<file path="src/core/cpu_regs_pkg.sv">
// Constants, selectors and carriers of the CPU core register file
package cpu_regs_pkg;
   // ==========================================
   // Widths
   localparam int W_WORD   = 16;
   localparam int W_ADDR20 = 20;
   localparam int W_FLAGS  = 11;
   localparam int W_BUS    = 32;
   localparam int W_IDX    = 5;
   localparam int BYTE_W   = 8;
   localparam int N_BANK   = 2;
   localparam int N_BANKED = 7;
   localparam int SLOT_W   = 3;
   localparam int W_STEP   = 3;

   // ==========================================
   // Flag bit positions
   localparam int F_C = 0;
   localparam int F_D = 1;
   localparam int F_Z = 2;
   localparam int F_S = 3;
   localparam int F_B = 4;
   localparam int F_O = 5;
   localparam int F_I = 6;
   localparam int F_U = 7;

   // ==========================================
   // Reset values
   localparam logic [W_FLAGS-1:0]  FLAGS_RST = 11'h000;
   localparam logic [W_WORD-1:0]   WORD_RST  = 16'h0000;
   localparam logic [W_ADDR20-1:0] A20_RST   = 20'h00000;

   // ==========================================
   // Register port indices
   localparam int IX_BANK_BIT = 3;
   localparam int IX_HI_BIT   = 4;
   localparam logic [SLOT_W-1:0] SLOT_NONE = 3'h7;
   localparam logic [W_IDX-1:0]  IX_SB  = 5'h10;
   localparam logic [W_IDX-1:0]  IX_VTB = 5'h11;
   localparam logic [W_IDX-1:0]  IX_PC  = 5'h12;
   localparam logic [W_IDX-1:0]  IX_USP = 5'h13;
   localparam logic [W_IDX-1:0]  IX_ISP = 5'h14;
   localparam logic [W_IDX-1:0]  IX_FLG = 5'h15;
   localparam logic [W_IDX-1:0]  IX_SP  = 5'h16;

   // ==========================================
   // Selectors and carriers
   typedef enum logic [3:0] {
      SEL_D0, SEL_D1, SEL_D2, SEL_D3, SEL_A0, SEL_A1, SEL_FB,
      SEL_SB, SEL_VTB, SEL_SP, SEL_USP, SEL_ISP, SEL_FLG
   } reg_sel_t;

   typedef enum logic [1:0] {SZ_LO8, SZ_HI8, SZ_16, SZ_32} acc_size_t;

   typedef struct packed {
      logic             en;
      reg_sel_t         sel;
      acc_size_t        size;
      logic [W_BUS-1:0] data;
   } core_wr_t;

   typedef struct packed {
      reg_sel_t  sel;
      acc_size_t size;
   } core_rd_t;

   typedef struct packed {
      logic             upd_c;
      logic             upd_zs;
      logic             upd_o;
      acc_size_t        size;
      logic [W_BUS-1:0] result;
      logic             carry;
      logic             ovf;
   } alu_res_t;

   typedef struct packed {
      logic                load;
      logic                adv;
      logic [W_STEP-1:0]   step;
      logic [W_ADDR20-1:0] target;
   } pc_ctl_t;
endpackage

</file>
<file path="src/core/cpu_core_register_file.sv">
// CPU core register file: banked data/address registers, bases, PC, stacks, flags
// Summary of operation
// RL1 - Data registers are 16 bits and the first two also split into independent high and low bytes.
// RL2 - The third data register pairs with the first and the fourth with the second as 32-bit registers.
// RL3 - The two 16-bit address registers serve addressing and arithmetic and pair into one 32-bit register.
// RL4 - The frame base is a 16-bit register that bases frame-relative addressing.
// RL5 - The static base is a 16-bit register that bases static-relative addressing.
// RL6 - The vector table base is 20 bits and holds the start of the interrupt vector table.
// RL7 - The program counter is 20 bits and always holds the address of the next instruction.
// RL8 - Separate 16-bit user and interrupt stack pointers exist and the stack-select flag picks one.
// RL9 - The flag register is 11 bits and reflects the processor state.
// RL10 - The carry flag takes the carry, borrow or shifted-out bit of each unit operation.
// RL11 - Software keeps the debug flag at 0, as it is for debugging only.
// RL12 - The zero flag goes to 1 on a zero result and to 0 on any nonzero result.
// RL13 - The sign flag goes to 1 on a negative result and to 0 otherwise.
// RL14 - Bank-select flag 0 makes register bank 0 active and 1 makes bank 1 active.
// RL15 - The overflow flag goes to 1 when an operation overflows and to 0 otherwise.
// RL16 - A cleared stack-select flag makes the interrupt stack active and a set one the user stack.
`timescale 1ns/10ps
module cpu_core_register_file (
   input  wire logic                               i_clk,
   input  wire logic                               i_rst,
   input  wire logic [cpu_regs_pkg::W_IDX-1:0]     i_addr,
   input  wire logic [cpu_regs_pkg::W_BUS-1:0]     i_wdata,
   input  wire logic                               i_wr,
   input  wire logic                               i_rd,
   output logic      [cpu_regs_pkg::W_BUS-1:0]     o_rdata,
   input  wire cpu_regs_pkg::core_wr_t             i_core_wr,
   input  wire cpu_regs_pkg::core_rd_t             i_core_rd,
   output logic      [cpu_regs_pkg::W_BUS-1:0]     o_core_rdata,
   input  wire cpu_regs_pkg::alu_res_t             i_alu,
   input  wire cpu_regs_pkg::pc_ctl_t              i_pc,
   output logic      [cpu_regs_pkg::W_ADDR20-1:0]  o_pc,
   output logic      [cpu_regs_pkg::W_WORD-1:0]    o_sp,
   output logic      [cpu_regs_pkg::W_WORD-1:0]    o_fb,
   output logic      [cpu_regs_pkg::W_WORD-1:0]    o_sb,
   output logic      [cpu_regs_pkg::W_ADDR20-1:0]  o_vtb,
   output logic      [cpu_regs_pkg::W_FLAGS-1:0]   o_flags,
   output logic                                    o_bank
);
   import cpu_regs_pkg::*;

   // ==========================================
   // Helper functions
   function automatic logic res_zero(acc_size_t sz, logic [W_BUS-1:0] r);
      case (sz)
         SZ_32:   res_zero = (r == '0);
         SZ_16:   res_zero = (r[W_WORD-1:0] == '0);
         default: res_zero = (r[BYTE_W-1:0] == '0);
      endcase
   endfunction

   function automatic logic res_sign(acc_size_t sz, logic [W_BUS-1:0] r);
      case (sz)
         SZ_32:   res_sign = r[W_BUS-1];
         SZ_16:   res_sign = r[W_WORD-1];
         default: res_sign = r[BYTE_W-1];
      endcase
   endfunction

   function automatic logic pair_ok(reg_sel_t s);
      pair_ok = (s == SEL_D0) || (s == SEL_D1) || (s == SEL_A0);
   endfunction

   function automatic logic byte_ok(reg_sel_t s);
      byte_ok = (s == SEL_D0) || (s == SEL_D1);
   endfunction

   function automatic logic [SLOT_W-1:0] pair_slot(reg_sel_t s);
      case (s)
         SEL_D0:  pair_slot = SLOT_W'(SEL_D2);
         SEL_D1:  pair_slot = SLOT_W'(SEL_D3);
         default: pair_slot = SLOT_W'(SEL_A1);
      endcase
   endfunction

   // ==========================================
   // State
   logic [W_WORD-1:0]   gpr_reg  [N_BANK][N_BANKED];
   logic [W_WORD-1:0]   gpr_next [N_BANK][N_BANKED];
   logic [W_WORD-1:0]   sb_reg, sb_next;
   logic [W_WORD-1:0]   usp_reg, usp_next;
   logic [W_WORD-1:0]   isp_reg, isp_next;
   logic [W_ADDR20-1:0] vtb_reg, vtb_next;
   logic [W_ADDR20-1:0] pc_reg, pc_next;
   logic [W_FLAGS-1:0]  flg_reg, flg_next;
   logic [W_BUS-1:0]    bus_rdata, core_rdata;

   function automatic logic [W_ADDR20-1:0] word_of(reg_sel_t s, logic b);
      case (s)
         SEL_SB:  word_of = W_ADDR20'(sb_reg);
         SEL_VTB: word_of = vtb_reg;
         SEL_SP:  word_of = W_ADDR20'(flg_reg[F_U] ? usp_reg : isp_reg);
         SEL_USP: word_of = W_ADDR20'(usp_reg);
         SEL_ISP: word_of = W_ADDR20'(isp_reg);
         SEL_FLG: word_of = W_ADDR20'(flg_reg);
         default: word_of = W_ADDR20'(gpr_reg[b][SLOT_W'(s)]);
      endcase
   endfunction

   // ==========================================
   // Decode
   wire            bank      = flg_reg[F_B];                      // see RL14
   wire            sp_user   = flg_reg[F_U];                      // see RL16
   wire            bus_bank  = i_addr[IX_BANK_BIT];
   wire [SLOT_W-1:0] bus_slot = i_addr[SLOT_W-1:0];
   wire            bus_gpr   = !i_addr[IX_HI_BIT] && (bus_slot != SLOT_NONE);
   wire            bus_gpr_w = i_wr && bus_gpr;
   wire            cw        = i_core_wr.en;
   wire reg_sel_t  csel      = i_core_wr.sel;
   wire [SLOT_W-1:0] cslot   = SLOT_W'(csel);
   wire            c_gpr     = cw && (csel <= SEL_FB);
   wire [W_BUS-1:0] cdata    = i_core_wr.data;
   wire            c_usp     = cw && ((csel == SEL_USP) || (csel == SEL_SP && sp_user));   // see RL8
   wire            c_isp     = cw && ((csel == SEL_ISP) || (csel == SEL_SP && !sp_user));  // see RL16
   wire            flg_wr_c  = cw && (csel == SEL_FLG);
   wire            flg_wr_b  = i_wr && (i_addr == IX_FLG);
   wire            alu_zero  = res_zero(i_alu.size, i_alu.result);
   wire            alu_sign  = res_sign(i_alu.size, i_alu.result);
   logic [W_ADDR20-1:0] rd_lo;
   wire [W_WORD-1:0] rd_hi   = gpr_reg[bank][pair_slot(i_core_rd.sel)];

   // Process form, so a register change re-evaluates the selection
   always_comb begin
      rd_lo = word_of(i_core_rd.sel, bank);
   end

   // ==========================================
   // Banked data and address registers
   always_comb begin
      gpr_next = gpr_reg;
      if (c_gpr) begin
         case (i_core_wr.size)
            SZ_LO8: if (byte_ok(csel)) begin
               gpr_next[bank][cslot][BYTE_W-1:0] = cdata[BYTE_W-1:0];        // see RL1
            end
            SZ_HI8: if (byte_ok(csel)) begin
               gpr_next[bank][cslot][W_WORD-1:BYTE_W] = cdata[BYTE_W-1:0];   // see RL1
            end
            SZ_16: gpr_next[bank][cslot] = cdata[W_WORD-1:0];                 // see RL3
            SZ_32: if (pair_ok(csel)) begin
               gpr_next[bank][cslot] = cdata[W_WORD-1:0];                     // see RL2
               gpr_next[bank][pair_slot(csel)] = cdata[W_BUS-1:W_WORD];       // see RL3
            end
         endcase
      end
      if (bus_gpr_w) begin
         gpr_next[bus_bank][bus_slot] = i_wdata[W_WORD-1:0];
      end
   end

   // ==========================================
   // Stack pointers, static base, vector table base
   assign usp_next = (i_wr && i_addr == IX_USP) ? i_wdata[W_WORD-1:0] :
                     c_usp ? cdata[W_WORD-1:0] : usp_reg;
   assign isp_next = (i_wr && i_addr == IX_ISP) ? i_wdata[W_WORD-1:0] :
                     c_isp ? cdata[W_WORD-1:0] : isp_reg;
   assign sb_next  = (i_wr && i_addr == IX_SB) ? i_wdata[W_WORD-1:0] :
                     (cw && csel == SEL_SB) ? cdata[W_WORD-1:0] : sb_reg;          // see RL5
   assign vtb_next = (i_wr && i_addr == IX_VTB) ? i_wdata[W_ADDR20-1:0] :
                     (cw && csel == SEL_VTB) ? cdata[W_ADDR20-1:0] : vtb_reg;      // see RL6

   // ==========================================
   // Program counter
   assign pc_next = (i_wr && i_addr == IX_PC) ? i_wdata[W_ADDR20-1:0] :
                    i_pc.load ? i_pc.target :
                    i_pc.adv ? W_ADDR20'(pc_reg + W_ADDR20'(i_pc.step)) : pc_reg;  // see RL7

   // ==========================================
   // Flags
   always_comb begin
      flg_next = flg_reg;
      if (i_alu.upd_c) begin
         flg_next[F_C] = i_alu.carry;                                          // see RL10
      end
      if (i_alu.upd_zs) begin
         flg_next[F_Z] = alu_zero;                                             // see RL12
         flg_next[F_S] = alu_sign;                                             // see RL13
      end
      if (i_alu.upd_o) begin
         flg_next[F_O] = i_alu.ovf;                                            // see RL15
      end
      if (flg_wr_c) begin
         flg_next = cdata[W_FLAGS-1:0];                                        // see RL9
      end
      if (flg_wr_b) begin
         flg_next = i_wdata[W_FLAGS-1:0];
      end
   end

   // ==========================================
   // Read paths
   always_comb begin
      bus_rdata = '0;
      if (bus_gpr) begin
         bus_rdata = W_BUS'(gpr_reg[bus_bank][bus_slot]);
      end else begin
         case (i_addr)
            IX_SB:   bus_rdata = W_BUS'(sb_reg);
            IX_VTB:  bus_rdata = W_BUS'(vtb_reg);
            IX_PC:   bus_rdata = W_BUS'(pc_reg);
            IX_USP:  bus_rdata = W_BUS'(usp_reg);
            IX_ISP:  bus_rdata = W_BUS'(isp_reg);
            IX_FLG:  bus_rdata = W_BUS'(flg_reg);
            IX_SP:   bus_rdata = W_BUS'(sp_user ? usp_reg : isp_reg);
            default: bus_rdata = '0;
         endcase
      end
   end

   always_comb begin
      case (i_core_rd.size)
         SZ_LO8: core_rdata = W_BUS'(rd_lo[BYTE_W-1:0]);
         SZ_HI8: core_rdata = W_BUS'(rd_lo[W_WORD-1:BYTE_W]);
         SZ_16:  core_rdata = W_BUS'(rd_lo);
         SZ_32:  core_rdata = pair_ok(i_core_rd.sel) ? {rd_hi, rd_lo[W_WORD-1:0]} : W_BUS'(rd_lo);
      endcase
   end

   // ==========================================
   // Registers
   always_ff @(posedge i_clk or posedge i_rst) begin
      if (i_rst) begin
         for (int b = 0; b < N_BANK; b++) begin
            for (int s = 0; s < N_BANKED; s++) begin
               gpr_reg[b][s] <= WORD_RST;
            end
         end
      end else begin
         gpr_reg <= gpr_next;
      end
   end

   always_ff @(posedge i_clk or posedge i_rst) begin
      if (i_rst) begin
         sb_reg  <= WORD_RST;
         usp_reg <= WORD_RST;
         isp_reg <= WORD_RST;
         vtb_reg <= A20_RST;
         pc_reg  <= A20_RST;
         flg_reg <= FLAGS_RST;
      end else begin
         sb_reg  <= sb_next;
         usp_reg <= usp_next;
         isp_reg <= isp_next;
         vtb_reg <= vtb_next;
         pc_reg  <= pc_next;
         flg_reg <= flg_next;
      end
   end

   // Outputs except the two read data ports track the next values so they equal the registers
   always_ff @(posedge i_clk or posedge i_rst) begin
      if (i_rst) begin
         o_rdata      <= '0;
         o_core_rdata <= '0;
         o_pc         <= A20_RST;
         o_sp         <= WORD_RST;
         o_fb         <= WORD_RST;
         o_sb         <= WORD_RST;
         o_vtb        <= A20_RST;
         o_flags      <= FLAGS_RST;
         o_bank       <= 1'b0;
      end else begin
         o_rdata      <= i_rd ? bus_rdata : '0;
         o_core_rdata <= core_rdata;
         o_pc         <= pc_next;
         o_sp         <= flg_next[F_U] ? usp_next : isp_next;                        // see RL8
         o_fb         <= gpr_next[flg_next[F_B]][SLOT_W'(SEL_FB)];                  // see RL4
         o_sb         <= sb_next;
         o_vtb        <= vtb_next;
         o_flags      <= flg_next;
         o_bank       <= flg_next[F_B];                                             // see RL14
      end
   end

   wire alu_only = !flg_wr_c && !flg_wr_b;
endmodule

</file>
<file path="config.mk">
export PLATFORM = sky130hd
export DESIGN_NAME = cpu_core_register_file
export DESIGN_NICKNAME = d
export VERILOG_FILES = /design/src/core/cpu_regs_pkg.sv /design/src/core/cpu_core_register_file.sv
export SDC_FILE = /design/constraint.sdc
export NUM_CORES = 2
export LEC_CHECK = 0
export BUFFER_PORTS_ARGS = -buffer_cell sky130_fd_sc_hd__buf_2
export CORE_MARGIN = 2
export CORE_UTILIZATION = 35
export DETAILED_ROUTE_END_ITERATION = 12
export GPL_TIMING_DRIVEN = 0
export HOLD_SLACK_MARGIN = 0.1
export REMOVE_ABC_BUFFERS = 1
export SYNTH_ARGS = -nofsm -noshare
export SYNTH_HDL_FRONTEND = slang
export SYNTH_SLANG_ARGS = --single-unit
</file>
<file path="constraint.sdc">
create_clock -name i_clk -period 25.3 [get_ports i_clk]
set_clock_uncertainty 0.1 [all_clocks]
set_input_delay 7.59 -clock i_clk [delete_from_list [all_inputs] [get_ports i_clk]]
set_output_delay 7.59 -clock i_clk [all_outputs]
set_load 0.1 [all_outputs]
</file>
==> impl_metrics.prom <==
# TYPE chip_impl_metric gauge
chip_impl_metric{name="antenna_violations_before_repair",unit=""} 13
chip_impl_metric{name="critPathArrivalTime",unit="ns"} 12.73
chip_impl_metric{name="vias_per_cell",unit=""} 6.67
chip_impl_metric{name="fp.coreArea",unit="sq um"} 80200
chip_impl_metric{name="cts_inserted_buffers",unit=""} 48
chip_impl_metric{name="finalWorstPathRequiredPeriod",unit="ns"} 12.27
chip_impl_info{name="netlist_top_cells_area",value="sky130_fd_sc_hd__dfrtp_1, sky130_fd_sc_hd__mux2i_1, sky130_fd_sc_hd__mux4_2"} 1
chip_impl_metric{name="tightest_slew",unit="ns"} 1.59
chip_impl_metric{name="final_cell_area",unit="sq um"} 32100
chip_impl_metric{name="setup_viol",unit=""} 0
chip_impl_info{name="violations",value="max-capacitance violations, max-slew violations"} 1
chip_impl_metric{name="syn_to_final_growth",unit="%"} 13.6
chip_impl_metric{name="chipHeight",unit="um"} 288
chip_impl_metric{name="cts.htree.levels",unit=""} 2
chip_impl_metric{name="grt_pass1_wl",unit="um"} 195000
chip_impl_metric{name="critical-path-max-stage-delay",unit="ns"} 1.26
chip_impl_metric{name="number_of_global_route_vias_before_repair",unit=""} 27100
chip_impl_metric{name="critical_path_depth",unit=""} 7
chip_impl_metric{name="finalCoreUtilization",unit="%"} 40.0
chip_impl_info{name="synthFlopType",value="sky130_fd_sc_hd__dfrtp_1"} 1
chip_impl_metric{name="grt_max_degree",unit=""} 120
chip_impl_metric{name="timing.critical_path.fanout_max",unit=""} 51
chip_impl_info{name="min_from",value="gpr_reg[83]$_DFF_PP0_"} 1
chip_impl_info{name="cpMaxStageDelayCell",value="sky130_fd_sc_hd__nand2_1"} 1
chip_impl_metric{name="max_cap_viols",unit=""} 3
chip_impl_metric{name="setup_total_negative_slack",unit="ns"} 0
chip_impl_metric{name="die_area",unit="sq um"} 83000
chip_impl_metric{name="drt_iter0_markers",unit=""} 4686
chip_impl_metric{name="worst_hold_path.num_cells",unit=""} 2
chip_impl_metric{name="mappedNetlistArea",unit="sq um"} 28200
chip_impl_metric{name="synthesis.area_per_instance",unit="sq um"} 8.68
chip_impl_metric{name="cts_hold_buf",unit=""} 0
chip_impl_info{name="hold_path_end",value="gpr_reg[83]$_DFF_PP0_"} 1
chip_impl_metric{name="std_cell_rows",unit=""} 104
chip_impl_metric{name="synth_async_sr_flop_share",unit="%"} 100
chip_impl_metric{name="gp_congestion",unit=""} 0.959
chip_impl_metric{name="place_hpwl",unit="um"} 93800
chip_impl_metric{name="pwr_density_cell",unit="nW/um^2"} 89.1
chip_impl_metric{name="wl",unit="um"} 137000
chip_impl_metric{name="netlist_instances",unit=""} 3253
chip_impl_metric{name="cts-root-to-sink-buffers",unit=""} 3
chip_impl_metric{name="final_nets",unit=""} 3457
chip_impl_metric{name="synth_register_bits",unit=""} 407
chip_impl_metric{name="layout-drive-gt1-share",unit="%"} 18.7
chip_impl_metric{name="synth_top_area_share",unit="%"} 36.1
chip_impl_info{name="hold_class",value="reg2reg"} 1
chip_impl_metric{name="detail_route.wl_per_cell",unit="um"} 31.0
chip_impl_info{name="clock-root-buffer",value="sky130_fd_sc_hd__clkbuf_16"} 1
chip_impl_metric{name="max-vdd-ir-drop",unit="uV"} 58.5
chip_impl_metric{name="combined_flip_flop_and_latch_cell_area",unit="sq um"} 10200
chip_impl_metric{name="r2r.worst_path.cells",unit=""} 5
chip_impl_info{name="post_synth_top_area_cell",value="sky130_fd_sc_hd__dfrtp_1"} 1
chip_impl_info{name="worst_setup_path_startpoint",value="i_core_rd[3]"} 1
chip_impl_metric{name="dp.cells",unit=""} 4312
chip_impl_info{name="crit_chain",value="buf_2 -> inv_1 -> nand2_1 -> o22ai_1 -> a211o_1 -> nor3_1 -> a31o_2"} 1
chip_impl_metric{name="post-route-period-util",unit="%"} 48.5
chip_impl_info{name="critical_path.reg2reg.endpoint",value="gpr_reg[50]$_DFF_PP0_"} 1
chip_impl_metric{name="worst-r2r-setup-slack",unit="ns"} 21.03
chip_impl_metric{name="clock_sink_count",unit=""} 407
chip_impl_metric{name="ioPinCount",unit=""} 314
chip_impl_metric{name="critPathBufInv",unit=""} 2
chip_impl_info{name="most_used_cells_in_the_layout_excluding_fill_and_tap_cells",value="sky130_fd_sc_hd__dfrtp_1, sky130_fd_sc_hd__o21ai_0, sky130_fd_sc_hd__nand2_1"} 1
chip_impl_metric{name="synth_enable_flop_cells",unit=""} 0
chip_impl_metric{name="globalRouteOverflowTotal",unit=""} 0
chip_impl_metric{name="detailed_place.area",unit="sq um"} 30400
chip_impl_metric{name="fmax_achieved",unit="GHz"} 0.0815
chip_impl_info{name="reg2reg_from",value="o_flags[4]$_DFF_PP0_"} 1
chip_impl_metric{name="fillerInstances",unit=""} 8072
chip_impl_metric{name="post_cts.resized_instances",unit=""} 0
chip_impl_metric{name="initial_core_utilization",unit="%"} 35.2
chip_impl_metric{name="cts_setup_buffers",unit=""} 0
chip_impl_metric{name="detailedRoute.firstPassIterationCount",unit=""} 7
chip_impl_metric{name="post-route-worst-setup-slack",unit="ns"} 13.03
chip_impl_metric{name="floorplan_die_width",unit="um"} 288
chip_impl_info{name="cpLargestDelayFamily",value="buffers and inverters"} 1
chip_impl_info{name="cts_tree",value="built"} 1
chip_impl_metric{name="slew_violations",unit=""} 73
chip_impl_info{name="worstSetupStartpointType",value="primary input"} 1
chip_impl_metric{name="detail-route-antenna-nets",unit=""} 0
chip_impl_metric{name="ys_warn_count",unit=""} 0
chip_impl_metric{name="power.leakage",unit="nW"} 13.3
chip_impl_info{name="setup.worst_path.end_class",value="flip-flop"} 1
chip_impl_info{name="run_status",value="finished, violations left"} 1
chip_impl_metric{name="synth.yosys.seq_area_share",unit="%"} 36.1
chip_impl_metric{name="clkTransAtPathRegs",unit="ns"} 0.06
chip_impl_metric{name="required",unit="ns"} 25.76
chip_impl_metric{name="via_count",unit=""} 29400
chip_impl_metric{name="dp_worst_setup_slack",unit="ns"} 12.91
chip_impl_metric{name="max_slew_margin",unit="%"} -5.88
chip_impl_metric{name="drc_errors",unit=""} 0
chip_impl_metric{name="netlist-cell-type-count",unit=""} 86
chip_impl_info{name="mostFrequentLayoutCell",value="sky130_fd_sc_hd__dfrtp_1"} 1
chip_impl_metric{name="largest_register_ff_count",unit=""} 224
chip_impl_metric{name="multi_input_comb_area",unit="sq um"} 16700
chip_impl_info{name="timing_worst_setup_path_type",value="in2reg"} 1
chip_impl_metric{name="final_hold_viol_count",unit=""} 0
chip_impl_info{name="setup_repair_after_global_routing_missed_its_margin",value="no"} 1
chip_impl_metric{name="grt_use_total",unit="%"} 31.7
chip_impl_metric{name="instances_no_fill",unit=""} 4404
chip_impl_metric{name="worstSkewPairLatency",unit="ns"} 0.63
chip_impl_metric{name="placement.io_buffers",unit=""} 289
## where the power goes
part / switching, W / total, W / internal (W)
clock: 0.000313 / 0.000755 / 0.000441
combinational: 0.000786 / 0.00111 / 0.000324
sequential: 0.000188 / 0.000992 / 0.000804
## synthesized netlist by cell type, types with 16 or more instances
| library cell | count |
|---|---|
| sky130_fd_sc_hd__dfrtp_1 | 407 |
| sky130_fd_sc_hd__o21ai_0 | 378 |
| sky130_fd_sc_hd__nand2_1 | 373 |
| sky130_fd_sc_hd__nor2_1 | 325 |
| sky130_fd_sc_hd__a21oi_1 | 294 |
| sky130_fd_sc_hd__mux2i_1 | 244 |
| sky130_fd_sc_hd__clkbuf_1 | 218 |
| sky130_fd_sc_hd__mux4_2 | 93 |
| sky130_fd_sc_hd__buf_2 | 78 |
| sky130_fd_sc_hd__a211oi_1 | 71 |
| sky130_fd_sc_hd__a221oi_1 | 61 |
| sky130_fd_sc_hd__a22oi_1 | 48 |
| sky130_fd_sc_hd__mux2_2 | 45 |
| sky130_fd_sc_hd__nand3_1 | 41 |
| sky130_fd_sc_hd__nor3_1 | 39 |
| sky130_fd_sc_hd__o22ai_1 | 39 |
| sky130_fd_sc_hd__a222oi_1 | 34 |
| sky130_fd_sc_hd__inv_1 | 32 |
| sky130_fd_sc_hd__buf_4 | 22 |
| sky130_fd_sc_hd__nor2b_1 | 22 |
| sky130_fd_sc_hd__o211ai_1 | 21 |
| sky130_fd_sc_hd__nand2b_1 | 20 |
| sky130_fd_sc_hd__a31o_2 | 17 |
| sky130_fd_sc_hd__a31oi_1 | 17 |
| sky130_fd_sc_hd__o21ai_1 | 16 |
## per-stage QoR
step | hold slack [ns] | total power, W
floorplan | 0.368 | 0.00174
global placement | 0.401 | 0.00207
detailed placement | 0.409 | 0.00208
CTS | 0.425 | 0.00283
global route | 0.438 | 0.00295
finish | 0.426 | 0.00286
## metal layers
layer	track usage (%)	wire [um]
met2	46.7	57700
met5	0	78
met1	41.1	50100
met3	10.8	19800
met4	16.7	8950
## cell families (layout without fill, tap and decap cells)
family                     count (synthesis)  after routing  share of synthesized area, %
adders and majority gates                  4              4                         0.204
and+or+nand+nor                          939            939                          14.7
xor gates and xnor gates                  17             17                         0.527
DFF                                      407            407                          36.1
other                                      1             16                        0.0133
muxes                                    382            382                          17.9
buffers and inverters                    368            444                          5.58
AOI/OAI and AO/OA                       1135           1135                          25.0
## worst register-to-register path, stage by stage (launching register included)
cell,delay [ns]
sky130_fd_sc_hd__dfrtp_4,0.81
sky130_fd_sc_hd__buf_16,0.34
sky130_fd_sc_hd__nand4b_1,1.04
sky130_fd_sc_hd__nor3_1,1.34
sky130_fd_sc_hd__a222oi_1,0.33
sky130_fd_sc_hd__o21ai_0,0.21
## layout make-up
type	instances	area share (%)
Inverter	33	0.409
Clock inverter	19	0.893
Antenna cell	4	0.0312
Multi-Input combinational cell	2489	51.9
Tap cell	1060	4.13
Sequential cell	407	31.8
Timing Repair Buffer	324	6.56
Clock buffer	68	4.29
## worst max path at each step
stage / end
after CTS: o_core_rdata[4]$_DFF_PP0_
after global routing: o_core_rdata[4]$_DFF_PP0_
after detailed placement: o_core_rdata[4]$_DFF_PP0_
after floorplan: gpr_reg[0]$_DFF_PP0_
after global placement: o_fb[4]$_DFF_PP0_
final: o_core_rdata[4]$_DFF_PP0_
Note: power is estimated with default switching activity, not from simulation.
